$ cat config.mk
export PLATFORM = sky130hd
export DESIGN_NAME = gpab_top
export DESIGN_NICKNAME = d
export VERILOG_FILES = /design/src/hw/gpab_pkg.sv /design/src/hw/gpab_port.sv /design/src/hw/gpab_top.sv
export SDC_FILE = /design/constraint.sdc
export NUM_CORES = 1
export LEC_CHECK = 0
export BUFFER_PORTS_ARGS = -buffer_cell sky130_fd_sc_hd__buf_2
export CORE_MARGIN = 5
export CORE_UTILIZATION = 53
export CTS_CLUSTER_DIAMETER = 120
export CTS_CLUSTER_SIZE = 10
export DETAILED_ROUTE_END_ITERATION = 8
export PLACE_DENSITY = 0.94
export SLEW_MARGIN = 30
export SYNTH_ARGS = -nofsm -noshare
export SYNTH_HDL_FRONTEND = slang
export SYNTH_SLANG_ARGS = --single-unit
$ cat constraint.sdc
create_clock -name clk -period 4.6 [get_ports clk]
set_clock_uncertainty 0.15 [all_clocks]
set_input_delay 0.46 -clock clk [delete_from_list [all_inputs] [get_ports clk]]
set_output_delay 0.46 -clock clk [all_outputs]
set_load 0.02 [all_outputs]
$ cat src/hw/gpab_pkg.sv
// Package for the two-port GPIO block: register map, fields, reset values, carrier types
package gpab_pkg;

    // ------------------------------------------------------------
    // Register indices (printed offsets are not all multiples of 4)
    // ------------------------------------------------------------
    localparam logic [7:0] PORT_A_DATA_IDX = 8'h00;  // port_a_data_latch
    localparam logic [7:0] PORT_B_DATA_IDX = 8'h01;  // port_b_data_latch
    localparam logic [7:0] PORT_A_DIR_IDX  = 8'h04;  // port_a_direction
    localparam logic [7:0] PORT_B_DIR_IDX  = 8'h05;  // port_b_direction
    localparam logic [7:0] PORT_A_LED_IDX  = 8'h08;  // port_a_led_drive
    localparam logic [7:0] OVR_CTRL_IDX    = 8'h0c;  // peripheral override enables
    localparam logic [7:0] ANA_SEL_IDX     = 8'h0d;  // analog channel select
    localparam logic [7:0] PIN_DRIVE_IDX   = 8'h10;  // read-only pin drive state

    // ------------------------------------------------------------
    // Field positions in the override control register
    // ------------------------------------------------------------
    localparam int OVR_IIC_BIT    = 0;   // iic_module_enable
    localparam int OVR_SCI_BIT    = 1;   // serial_module_enable
    localparam int OVR_T1C0_LSB   = 2;   // timer_one_channel_zero edge/level select
    localparam int OVR_T1C1_LSB   = 4;   // timer_one_channel_one
    localparam int OVR_T2C0_LSB   = 6;   // timer_two_channel_zero
    localparam int OVR_T2C1_LSB   = 8;   // timer_two_channel_one
    localparam int OVR_WIDTH      = 10;  // implemented control bits
    localparam int ANA_SEL_WIDTH  = 5;   // analog_channel_select field width

    // ------------------------------------------------------------
    // Reset values
    // ------------------------------------------------------------
    localparam logic [7:0]  DIR_RESET     = 8'h00;  // all pins inputs
    localparam logic [7:0]  LED_RESET     = 8'h00;  // standard drive
    localparam logic [9:0]  OVR_RESET     = 10'h000; // no takeover
    localparam logic [4:0]  ANA_SEL_RESET = 5'h1f;  // no pin selected

    // ------------------------------------------------------------
    // AXI4-Lite response codes
    // ------------------------------------------------------------
    localparam logic [1:0] RESP_OKAY   = 2'h0;
    localparam logic [1:0] RESP_SLVERR = 2'h2;

    // Per-pin pad drive carrier
    typedef struct packed {
        logic [7:0] dataOut;     // value driven when enabled
        logic [7:0] outEnable;   // high while the block drives the pin
    } gpab_pad_t;

    // Peripheral-side pin signals for port B
    typedef struct packed {
        logic [7:0] dataOut;     // peripheral output per pin
        logic [7:0] outEnable;   // peripheral wants to drive per pin
    } gpab_periph_t;

endpackage : gpab_pkg

$ cat src/hw/gpab_port.sv
// One 8-bit port: latch, direction, pin drive and read-back mux
`timescale 1ns/1ps
module gpab_port
    import gpab_pkg::*;
#(
    parameter int WIDTH = 8
) (
    // Clock and reset
    input  wire logic             clk,
    input  wire logic             rstn,
    // Register writes
    input  wire logic             dataWe,
    input  wire logic             dirWe,
    input  wire logic [WIDTH-1:0] wrData,
    input  wire logic [WIDTH-1:0] wrMask,
    // Override from peripherals
    input  wire logic [WIDTH-1:0] takeover,
    input  wire logic [WIDTH-1:0] periphOut,
    input  wire logic [WIDTH-1:0] periphOe,
    input  wire logic [WIDTH-1:0] openDrain,
    // Pins
    input  wire logic [WIDTH-1:0] pinIn,
    output logic      [WIDTH-1:0] pinOut,
    output logic      [WIDTH-1:0] pinOe,
    // Register views
    output logic      [WIDTH-1:0] dataRead,
    output logic      [WIDTH-1:0] latchValue,
    output logic      [WIDTH-1:0] dirValue
);

    logic [WIDTH-1:0] latch_reg;   // data latch, no reset
    logic [WIDTH-1:0] dir_reg;     // direction bits
    logic [WIDTH-1:0] rawOut;      // value before open-drain shaping
    logic [WIDTH-1:0] rawOe;       // enable before open-drain shaping

    // ------------------------------------------------------------
    // Data latch
    // ------------------------------------------------------------
    // Written whatever the direction; reset leaves it alone
    always_ff @(posedge clk) begin
        if (dataWe) begin
            latch_reg <= (latch_reg & ~wrMask) | (wrData & wrMask);
        end
    end

    // Direction bits, cleared by reset
    always_ff @(posedge clk) begin
        if (!rstn) begin
            dir_reg <= DIR_RESET;
        end else if (dirWe) begin
            dir_reg <= (dir_reg & ~wrMask) | (wrData & wrMask);
        end
    end

    // ------------------------------------------------------------
    // Pin drive
    // ------------------------------------------------------------
    always_comb begin
        // Override wins; stored registers untouched meanwhile
        rawOut = (takeover & periphOut) | (~takeover & latch_reg);
        rawOe  = (takeover & periphOe)  | (~takeover & dir_reg);
        // Open-drain pins only pull low: enable only when driving 0
        pinOe  = (openDrain & rawOe & ~rawOut) | (~openDrain & rawOe);
        pinOut = rawOut & ~openDrain;
    end

    // Outputs read latch, inputs read the pin
    assign dataRead   = (dir_reg & latch_reg) | (~dir_reg & pinIn);
    assign latchValue = latch_reg;
    assign dirValue   = dir_reg;

endmodule : gpab_port

$ cat src/hw/gpab_top.sv
// Two GPIO ports with peripheral overrides behind an AXI4-Lite slave
//
// Notes on behaviour
// - direction 1 drives pin, 0 floats
// - reset clears all direction bits
// - reset leaves data latches untouched
// - output pins read back latch value
// - input pins read back pin level
// - latch writable in any direction
// - selected analog channel releases port A pin
// - LED bit gives strong sink on outputs
// - port B pins 0-3 open drain
// - IIC enable takes port B pins 0,1
// - serial enable takes port B pins 2,3
// - timer edge/level bits take pins 4-7
// - port B reads like port A
`timescale 1ns/1ps
module gpab_top
    import gpab_pkg::*;
(
    // Clock and reset
    input  wire logic        clk,
    input  wire logic        rstn,
    // AXI4-Lite write address
    input  wire logic [7:0]  awaddr,
    input  wire logic        awvalid,
    output logic             awready,
    // AXI4-Lite write data
    input  wire logic [31:0] wdata,
    input  wire logic [3:0]  wstrb,
    input  wire logic        wvalid,
    output logic             wready,
    // AXI4-Lite write response
    output logic [1:0]       bresp,
    output logic             bvalid,
    input  wire logic        bready,
    // AXI4-Lite read address
    input  wire logic [7:0]  araddr,
    input  wire logic        arvalid,
    output logic             arready,
    // AXI4-Lite read data
    output logic [31:0]      rdata,
    output logic [1:0]       rresp,
    output logic             rvalid,
    input  wire logic        rready,
    // Port A pins
    input  wire logic [7:0]  portAIn,
    output gpab_pad_t        portAPad,
    output logic      [7:0]  portALedSink,
    output logic      [7:0]  portAAnalogSel,
    // Port B pins
    input  wire logic [7:0]  portBIn,
    output gpab_pad_t        portBPad,
    // Port B peripheral side
    input  gpab_periph_t     portBPeriph,
    output logic      [7:0]  portBPeriphIn
);

    // ------------------------------------------------------------
    // Register storage
    // ------------------------------------------------------------
    logic [7:0]               led_reg;      // port_a_led_drive
    logic [OVR_WIDTH-1:0]     ovr_reg;      // override enables
    logic [ANA_SEL_WIDTH-1:0] anaSel_reg;   // analog_channel_select

    // Write channel state
    logic [7:0]  awAddr_reg;   // captured write address
    logic        awHave_reg;   // address held
    logic [31:0] wData_reg;    // captured write data
    logic [3:0]  wStrb_reg;    // captured strobes
    logic        wHave_reg;    // data held
    logic        bValid_reg;   // response pending
    logic [1:0]  bResp_reg;    // response code
    // Read channel state
    logic        rValid_reg;   // read data pending
    logic [31:0] rData_reg;    // read data
    logic [1:0]  rResp_reg;    // read response

    // Port wiring
    logic        wrFire;       // write performed this cycle
    logic [7:0]  wrIdx;        // register index of write
    logic [7:0]  wrMask;       // byte lane 0 mask
    logic [7:0]  aTake;        // port A takeover
    logic [7:0]  bTake;        // port B takeover
    logic [7:0]  aRead;        // port A data view
    logic [7:0]  bRead;        // port B data view
    logic [7:0]  aLatch;       // port A latch
    logic [7:0]  bLatch;       // port B latch
    logic [7:0]  aDir;         // port A direction
    logic [7:0]  bDir;         // port B direction

    // ------------------------------------------------------------
    // Helpers
    // ------------------------------------------------------------
    // Byte address to register index; low two bits ignored
    function automatic logic [7:0] addrToIdx(input logic [7:0] addr);
        addrToIdx = {2'h0, addr[7:2]};
    endfunction : addrToIdx

    // Timer pin is a channel pin when either select bit is set
    function automatic logic timerOwns(input logic [1:0] sel);
        timerOwns = |sel;
    endfunction : timerOwns

    // ------------------------------------------------------------
    // Pin takeover
    // ------------------------------------------------------------
    always_comb begin
        // Analog select picks one pin 0..7; higher codes pick none
        for (int i = 0; i < 8; i++) begin
            aTake[i] = (anaSel_reg == ANA_SEL_WIDTH'(i));
        end
        // IIC data and clock pins
        bTake[0] = ovr_reg[OVR_IIC_BIT];
        bTake[1] = ovr_reg[OVR_IIC_BIT];
        // Serial transmit and receive pins
        bTake[2] = ovr_reg[OVR_SCI_BIT];
        bTake[3] = ovr_reg[OVR_SCI_BIT];
        // Timer one owns pins 4,5; timer two owns 6,7
        bTake[4] = timerOwns(ovr_reg[OVR_T1C0_LSB +: 2]);
        bTake[5] = timerOwns(ovr_reg[OVR_T1C1_LSB +: 2]);
        bTake[6] = timerOwns(ovr_reg[OVR_T2C0_LSB +: 2]);
        bTake[7] = timerOwns(ovr_reg[OVR_T2C1_LSB +: 2]);
    end

    assign portAAnalogSel = aTake;
    // Peripherals always see the pin level
    assign portBPeriphIn  = portBIn;
    // Strong sink only on a port-controlled output pin
    assign portALedSink   = led_reg & aDir & ~aTake;

    // ------------------------------------------------------------
    // Ports
    // ------------------------------------------------------------
    assign wrIdx  = addrToIdx(awAddr_reg);
    assign wrMask = {8{wStrb_reg[0]}};
    assign wrFire = awHave_reg && wHave_reg && !bValid_reg;
    // Port A has no digital takeover; analog select only releases it
    // Load latch before direction: the reverse order can glitch a pin

    gpab_port #(.WIDTH(8)) uPortA (
        .clk        (clk),
        .rstn       (rstn),
        .dataWe     (wrFire && wrIdx == PORT_A_DATA_IDX),
        .dirWe      (wrFire && wrIdx == PORT_A_DIR_IDX),
        .wrData     (wData_reg[7:0]),
        .wrMask     (wrMask),
        .takeover   (aTake),
        .periphOut  (8'h00),
        .periphOe   (8'h00),      // analog pin: buffer released
        .openDrain  (8'h00),
        .pinIn      (portAIn),
        .pinOut     (portAPad.dataOut),
        .pinOe      (portAPad.outEnable),
        .dataRead   (aRead),
        .latchValue (aLatch),
        .dirValue   (aDir)
    );

    gpab_port #(.WIDTH(8)) uPortB (
        .clk        (clk),
        .rstn       (rstn),
        .dataWe     (wrFire && wrIdx == PORT_B_DATA_IDX),
        .dirWe      (wrFire && wrIdx == PORT_B_DIR_IDX),
        .wrData     (wData_reg[7:0]),
        .wrMask     (wrMask),
        .takeover   (bTake),
        .periphOut  (portBPeriph.dataOut),
        .periphOe   (portBPeriph.outEnable),
        .openDrain  (8'h0f),
        .pinIn      (portBIn),
        .pinOut     (portBPad.dataOut),
        .pinOe      (portBPad.outEnable),
        .dataRead   (bRead),
        .latchValue (bLatch),
        .dirValue   (bDir)
    );

    // ------------------------------------------------------------
    // Control registers
    // ------------------------------------------------------------
    // Override and LED registers; override does not alter them
    always_ff @(posedge clk) begin
        if (!rstn) begin
            led_reg    <= LED_RESET;
            ovr_reg    <= OVR_RESET;
            anaSel_reg <= ANA_SEL_RESET;
        end else if (wrFire) begin
            // Pin-drive view is read only: writes are dropped
            // LED drive enables, lane 0
            if (wrIdx == PORT_A_LED_IDX && wStrb_reg[0]) begin
                led_reg <= wData_reg[7:0];
            end
            // Override enables span two byte lanes
            if (wrIdx == OVR_CTRL_IDX) begin
                if (wStrb_reg[0]) begin
                    ovr_reg[7:0] <= wData_reg[7:0];
                end
                if (wStrb_reg[1]) begin
                    ovr_reg[9:8] <= wData_reg[9:8];
                end
            end
            // Analog channel select
            if (wrIdx == ANA_SEL_IDX && wStrb_reg[0]) begin
                anaSel_reg <= wData_reg[ANA_SEL_WIDTH-1:0];
            end
        end
    end

    // ------------------------------------------------------------
    // AXI4-Lite write path
    // ------------------------------------------------------------
    // Handshakes come straight from the held flags
    assign awready = !awHave_reg;
    assign wready  = !wHave_reg;
    assign bvalid  = bValid_reg;
    assign bresp   = bResp_reg;

    // Address and data captured in either order; response follows both
    always_ff @(posedge clk) begin
        if (!rstn) begin
            // Idle: both channels ready, no response
            awHave_reg <= 1'b0;
            wHave_reg  <= 1'b0;
            bValid_reg <= 1'b0;
            bResp_reg  <= RESP_OKAY;
            awAddr_reg <= 8'h00;
            wData_reg  <= 32'h0000_0000;
            wStrb_reg  <= 4'h0;
        end else begin
            // Address channel taken
            if (awvalid && awready) begin
                awAddr_reg <= awaddr;
                awHave_reg <= 1'b1;
            end
            // Data channel taken
            if (wvalid && wready) begin
                wData_reg <= wdata;
                wStrb_reg <= wstrb;
                wHave_reg <= 1'b1;
            end
            // Both halves held: write lands, response raised
            if (wrFire) begin
                awHave_reg <= 1'b0;
                wHave_reg  <= 1'b0;
                bValid_reg <= 1'b1;
                bResp_reg  <= isMapped(wrIdx) ? RESP_OKAY : RESP_SLVERR;
            end else if (bValid_reg && bready) begin
                // Response taken by the master
                bValid_reg <= 1'b0;
            end
        end
    end

    // Known register index check
    function automatic logic isMapped(input logic [7:0] idx);
        isMapped = (idx == PORT_A_DATA_IDX) || (idx == PORT_B_DATA_IDX) ||
                   (idx == PORT_A_DIR_IDX)  || (idx == PORT_B_DIR_IDX)  ||
                   (idx == PORT_A_LED_IDX)  || (idx == OVR_CTRL_IDX)    ||
                   (idx == ANA_SEL_IDX)     || (idx == PIN_DRIVE_IDX);
    endfunction : isMapped

    // ------------------------------------------------------------
    // AXI4-Lite read path
    // ------------------------------------------------------------
    // A new address waits until the last data is taken
    assign arready = !rValid_reg;
    assign rvalid  = rValid_reg;
    assign rdata   = rData_reg;
    assign rresp   = rResp_reg;

    // Data view is sampled at the accept edge; unmapped reads zero
    always_ff @(posedge clk) begin
        if (!rstn) begin
            rValid_reg <= 1'b0;
            rData_reg  <= 32'h0000_0000;
            rResp_reg  <= RESP_OKAY;
        end else if (arvalid && arready) begin
            // Capture view and code at the accept edge
            rValid_reg <= 1'b1;
            rResp_reg  <= isMapped(addrToIdx(araddr)) ? RESP_OKAY : RESP_SLVERR;
            // Narrow registers read zero above their width
            unique case (addrToIdx(araddr))
                PORT_A_DATA_IDX: rData_reg <= {24'h0, aRead};
                PORT_B_DATA_IDX: rData_reg <= {24'h0, bRead};
                PORT_A_DIR_IDX:  rData_reg <= {24'h0, aDir};
                PORT_B_DIR_IDX:  rData_reg <= {24'h0, bDir};
                PORT_A_LED_IDX:  rData_reg <= {24'h0, led_reg};
                OVR_CTRL_IDX:    rData_reg <= {22'h0, ovr_reg};
                ANA_SEL_IDX:     rData_reg <= {27'h0, anaSel_reg};
                PIN_DRIVE_IDX:   rData_reg <= {16'h0, portBPad.outEnable,
                                               portAPad.outEnable};
                default:         rData_reg <= 32'h0000_0000;
            endcase
        end else if (rValid_reg && rready) begin
            // Data taken by the master
            rValid_reg <= 1'b0;
        end
    end

endmodule : gpab_top

==> flow_summary.toml, run 1 <==
[status]
status = "finished clean"

[synthesis]
yosysTopAreaCellShare_pct = 32.7
syn_inst = 527
yosysWarningCount = 0
yosysMostFrequentCell = "dfxtp_1"
synth_commonest_cells = "dfxtp_1, mux2i_1, nor2_1, nand2_1, buf_4"
synth-async-reset-ratio_pct = 0
synth_cell_types = 48
syn_avg_cell_area_sq_um = 9.18
netlist_top_cells_area = "dfxtp_1, mux2i_1, edfxtp_1, buf_4, nor2_1"
yosysTopAreaCell = "dfxtp_1"
synth_flop_cell = "dfxtp_1"
synthesis.area_sq_um = 4840
seq_area_frac_synth_pct = 42.6
synth-seq-cells = 95
synth_edf_count = 16

[route]
drtIter0Drc = 391
post-route-drc-count = 0
vias_per_cell = 5.84
ant_nets = 0
wl_per_cell_microns = 17.9
wirelength_mm = 13.5
first_pass_iters = 7
vias = 4398

[critical_path]
worstPathArrival_ns = 2.22
criticalPathCategory = "reg -> out"
crit_fanout = 8
r2r_slack_ns = 1.94
startpoint_type = "flip-flop"
crit_required_ns = 3.99
crit_path_end_kind = "primary output"

[power]
vdd_drop_max_uv = 197
leakage_nw = 2.33
sw_frac_of_total_pct = 26.2
seqPwrFrac_pct = 53.3
p_sw_mw = 0.432
power.internal_mw = 1.22
p_clk_share_pct = 37.1
power_density_nw_per_um2 = 293
pwr-share-comb_pct = 9.6

[run]
drv_cap = 0

[grt]
grtUsageTotal_pct = 23.6
antenna_found_initial = 0
grt_pass1_wl_mm = 21.3
first_global_vias = 4339
globalRoute.totalOverflow = 0
grt_start_max_net_pins = 69

[timing]
finalSetupTns_ns = 0
slew-limit-headroom_pct = 33.6
tightest_slew_ns = 0.994
setup_viol_count_final = 0
slew_violations = 0
grt_setup_unrepaired = "no"
post-route-period-util_pct = 61.5
min_period_ns = 2.83
report.final.hold_viol_count = 0
max_clock_freq_mhz = 354
holdWs_ns = 0.173

[layout]
drive_gt1_share_pct = 27.3
diodes = 0
fin_util_pct = 64.0
stdcell_count = 753
syn_to_final_growth_pct = 16.6
fill_cells = 724
fin_nets = 731

[clocking]
ctsResizeCount = 0
cts_root_buffer = "clkbuf_8"
clock_sinks = 95
cts_tree = "yes"
clkTransAtPathRegs_ns = 0.10
htreeDepth = 3
cts_buffer_depth = 2
cts_hold_buf = 0
cts_made_buffers = 9
post_cts_buffers = 0
clock_latency_ns = 0.38

[floorplan]
dieArea_sq_um = 11100
core_area_sq_um = 8810
fp.dieW_microns = 106
ios = 188
rows = 34
die_h_microns = 106
start_util_pct = 54.9

[place]
gp_congestion = 0.894
io_buffers = 137
dp_hpwl_mm = 10.2
dp.cells = 737

[hold_path]
hold_path.class = "in -> reg"
layout by cell type, fill, tap and decap left out, drive strengths merged, types with 5 or more instances in the layout:
cell and count:
inv 15, and2 23, buf 138, a311oi 7
o21ai 8, a211oi 7, and3 8, conb 22
nand3 11, nand3b 7, a2111oi 8, nand2 50
mux2i 61, dfxtp 79, nor2 55, nor3 22
clkbuf 9, nor4 5, mux2 8, a222oi 5
edfxtp 16, nor2b 10, nand2b 7, a21oi 29
metrics by stage:
step / power [mW] / instance area [sq um] / worst slack [ns]
after detailed placement: 1.06 / 5410 / 1.91
after CTS: 1.65 / 5630 / 1.76
final: 1.65 / 5640 / 1.77
after floorplan: 1.01 / 4920 / 2.11
after global placement: 1.05 / 5410 / 1.75
after global routing: 1.70 / 5640 / 1.62
area by class of cell:
type                            instances  area [sq um]  share of cell area [%]
Inverter                               15          58.8                    1.04
Clock buffer                            9           124                    2.20
Multi-Input combinational cell        381          2470                    43.8
Timing Repair Buffer                  138           693                    12.3
Tap cell                              108           135                    2.40
Clock inverter                          7          97.6                    1.73
Sequential cell                        95          2060                    36.6
critical path, stage by stage (launching register included):
cell and delay (ns):
dfxtp_1 0.41, nor3b_1 0.75, and3_1 0.32, nor2b_1 0.07, and2_1 0.15, buf_2 0.15
layer usage:
metal,global-route usage (%),vias up,part of all wire (%)
met5,0,-,0
met4,10.1,0,3.4
met3,5.01,45,9.3
met2,40.8,249,49
met1,28.4,2059,39
li1,-,2045,-
power groups by stage:
stage / sequential [mW] / combinational (mW) / clock, mW
2_1_floorplan: 0.894 / 0.118 / 0
3_3_place_gp: 0.897 / 0.152 / 0
3_5_place_dp: 0.898 / 0.157 / 0
4_1_cts: 0.879 / 0.157 / 0.615
5_1_grt: 0.882 / 0.172 / 0.647
6_report: 0.880 / 0.159 / 0.612
final timing paths:
kind | from | end | cells past startpoint
setup reg to reg | wHave_reg | flip-flop | 3
setup / recovery | anaSel_reg[2] | portALedSink[7] | 5
hold / removal | awvalid | awHave_reg | 3
hold reg to reg | rdata[12] | rdata[12] | 2
kinds of logic (layout without fill, tap and decap cells):
group                  count (synthesis)  after routing  share of synthesized area, %
buffers and inverters                 72            169                          8.20
AND/OR/NAND/NOR                      212            212                          23.5
flip-flops                            95             95                          42.6
AO/OA/AOI/OAI                         78             78                          11.2
multiplexers                          69             69                          14.5
other                                  1             22                        0.0775
Note: power is estimated with default switching activity, not from simulation.
==> inputs of run 2 (changes only) <==
- ABC_AREA: default -> 1
- CORE_UTILIZATION: 53 -> 49
- PLACE_DENSITY: 0.94 -> 0.88
- clock period: 4.6 -> 2.96 ns (I/O delays scaled with it)
==> run 2 against run 1 <==
Against the previous run: via count increased by 6.5%; global-route usage fell by 1.2 points; worst hold slack worse by 0.17 ns; count of clock-buffer cells in the layout grew 5; register-to-register slack worse by 0.98 ns; sequential cell count did not move; design area increased by 1.2%; critical path depth is 2 higher; critical path type unchanged; critical endpoint is now portALedSink[3]; highest routed layer unchanged.
==> flow_summary.toml, run 2 <==
[run]
drv_cap = 0

[layout]
fill_cells = 889
syn_to_final_growth_pct = 18.3
stdcell_count = 931
ff_latch_area_sq_um = 2060
diodes = 0
drive_gt1_share_pct = 23.8
multiInputGateArea_sq_um = 2220
fin_util_pct = 58.9
mostFrequentLayoutCell = "nand2_1"
mostFrequentLayoutCells = "nand2_1, buf_2, nor2_1"
fin_nets = 884

[power]
vdd_drop_max_uv = 311
seqPwrFrac_pct = 53.3
power.internal_mw = 1.91
p_sw_mw = 0.643
leakage_nw = 2.87
p_clk_share_pct = 36.5
sw_frac_of_total_pct = 25.2
power_density_nw_per_um2 = 448
pwr-share-comb_pct = 10.1

[critical_path]
crit_required_ns = 2.51
crit_family = "simple AND/OR/NAND/NOR gates"
path_cells = "nor2_1 > nand3_1 > nand2_1 > inv_1 > nand2_1 > inv_1 > buf_2"
crit_fanout = 5
worstPathArrival_ns = 1.63
critPathBufInv = 3
cpPeakStageDelay_ns = 0.37
startpoint_type = "flip-flop"
criticalPathCategory = "reg -> out"
crit_path_end_kind = "primary output"
critPathSlowestCell = "dfxtp_1"

[floorplan]
die_h_microns = 109
start_util_pct = 49.8
dieArea_sq_um = 11900
rows = 36
core_area_sq_um = 9680
ios = 188
fp.dieW_microns = 109

[hold_path]
hold_path.class = "in -> reg"

[synthesis]
synth-async-reset-ratio_pct = 0
synth_cell_types = 35
synth_flop_cell = "dfxtp_1"
yosysTopAreaCellShare_pct = 32.8
syn_inst = 666
syn_avg_cell_area_sq_um = 7.24
synth-seq-cells = 95
synthesis.area_sq_um = 4820
netlist_top_cells_area = "dfxtp_1, nand2_1, edfxtp_1, nor2_1, inv_1"
synth_edf_count = 16
synth_commonest_cells = "nand2_1, nor2_1, dfxtp_1, inv_1, a21oi_1"
yosysMostFrequentCell = "nand2_1"
yosysTopAreaCell = "dfxtp_1"
yosysWarningCount = 0
seq_area_frac_synth_pct = 42.8

[clocking]
htreeDepth = 3
cts_made_buffers = 9
cts_tree = "yes"
ctsResizeCount = 0
clkTransAtPathRegs_ns = 0.09
cts_root_buffer = "clkbuf_8"
post_cts_buffers = 0
clock_sinks = 95
clock_latency_ns = 0.37
cts_buffer_depth = 2
cts_hold_buf = 0

[route]
first_pass_iters = 6
wl_per_cell_microns = 14.5
vias_per_cell = 5.03
vias = 4682
post-route-drc-count = 0
drtIter0Drc = 454
wirelength_mm = 13.5
ant_nets = 0

[timing]
post-route-period-util_pct = 70.3
slew_violations = 0
grt_setup_unrepaired = "no"
min_period_ns = 2.08
setup_viol_count_final = 0
tightest_slew_ns = 0.791
slew-limit-headroom_pct = 47.1
finalSetupTns_ns = 0
report.final.hold_viol_count = 0
max_clock_freq_mhz = 481
holdWs_ns = 0.00654

[grt]
grt_start_max_net_pins = 37
antenna_found_initial = 0
first_global_vias = 4272
globalRoute.totalOverflow = 0
grt_pass1_wl_mm = 20.7
grtUsageTotal_pct = 22.3

[place]
gp_congestion = 0.892
io_buffers = 137
dp_hpwl_mm = 10.1
dp.cells = 915

[status]
status = "finished clean"
-- run 2: cell count changes in the layout (fill, tap and decap cells not counted), sizes merged, moves of 7 or more --
cell,delta
a2111oi,-8
nor2,+37
nand3,+11
a211oi,+17
inv,+66
nor3,-17
mux2i,-61
nand2,+131
and2,-23
nand2b,-7
a21oi,+18
nor2b,-10
and3,-8
o21ai,+34
-- run 2: cells by family after synthesis --
kind of cell    count (synthesis)  share of synthesized area (%)
buf+inv                       130                           13.1
flops                          95                           42.8
simple gates                  304                           26.4
mux                             8                           1.87
other cells                     1                         0.0778
compound gates                128                           15.8
-- run 2: per-stage QoR --
stage / setup WS [ns] / power (mW) / area [sq um]
after CTS: 0.916 / 2.56 / 5710
after detailed placement: 1.04 / 1.65 / 5490
final: 0.880 / 2.56 / 5710
after global routing: 0.776 / 2.65 / 5710
after global placement: 1.06 / 1.64 / 5490
after floorplan: 0.844 / 1.58 / 4900
-- run 2: worst reg2reg max path: cells and delay by family, from the launching register on --
family	cells	cell delay, ns
AND/OR/NAND/NOR	4	0.99
buffers and inverters	2	0.19
flip-flops	1	0.33
AO/OA/AOI/OAI	1	0.24
-- run 2: worst paths after layout --
kind / endpoint / slack, ns / startpoint / depth (start not counted)
worst max-delay path: portALedSink[3] / 0.88 / anaSel_reg[3] / 7
worst min register to register: flip-flop / 0.30 / wData_reg[3] / 0
worst max register to register: flip-flop / 0.96 / awAddr_reg[3] / 7
worst min-delay path: wStrb_reg[1] / 0.007 / wstrb[1] / 3
-- run 2: power by group through the flow --
| stage | sequential (mW) | combinational [mW] | clock, mW |
|---|---|---|---|
| floorplan | 1.39 | 0.189 | 0 |
| global placement | 1.39 | 0.251 | 0 |
| detailed placement | 1.39 | 0.256 | 0 |
| CTS | 1.36 | 0.258 | 0.939 |
| global route | 1.37 | 0.287 | 0.992 |
| finish | 1.36 | 0.259 | 0.934 |
-- run 2: cell type report --
type | count | area share (%)
tap | 133 | 2.92
clock buffer | 14 | 3.24
clock inverter | 2 | 0.614
timing repair buffer | 142 | 12.7
inverter | 83 | 5.55
sequential | 95 | 36.1
multi-input combinational | 462 | 38.9
-- run 2: metal layers --
| layer | vias to the layer above | share of wire (%) | GRT usage, % |
|---|---|---|---|
| met5 | - | 0 | 0 |
| met4 | 0 | 1.8 | 6.50 |
| met3 | 27 | 11 | 5.21 |
| met2 | 251 | 46 | 36.8 |
| met1 | 2057 | 41 | 29.4 |
| li1 | 2347 | - | - |
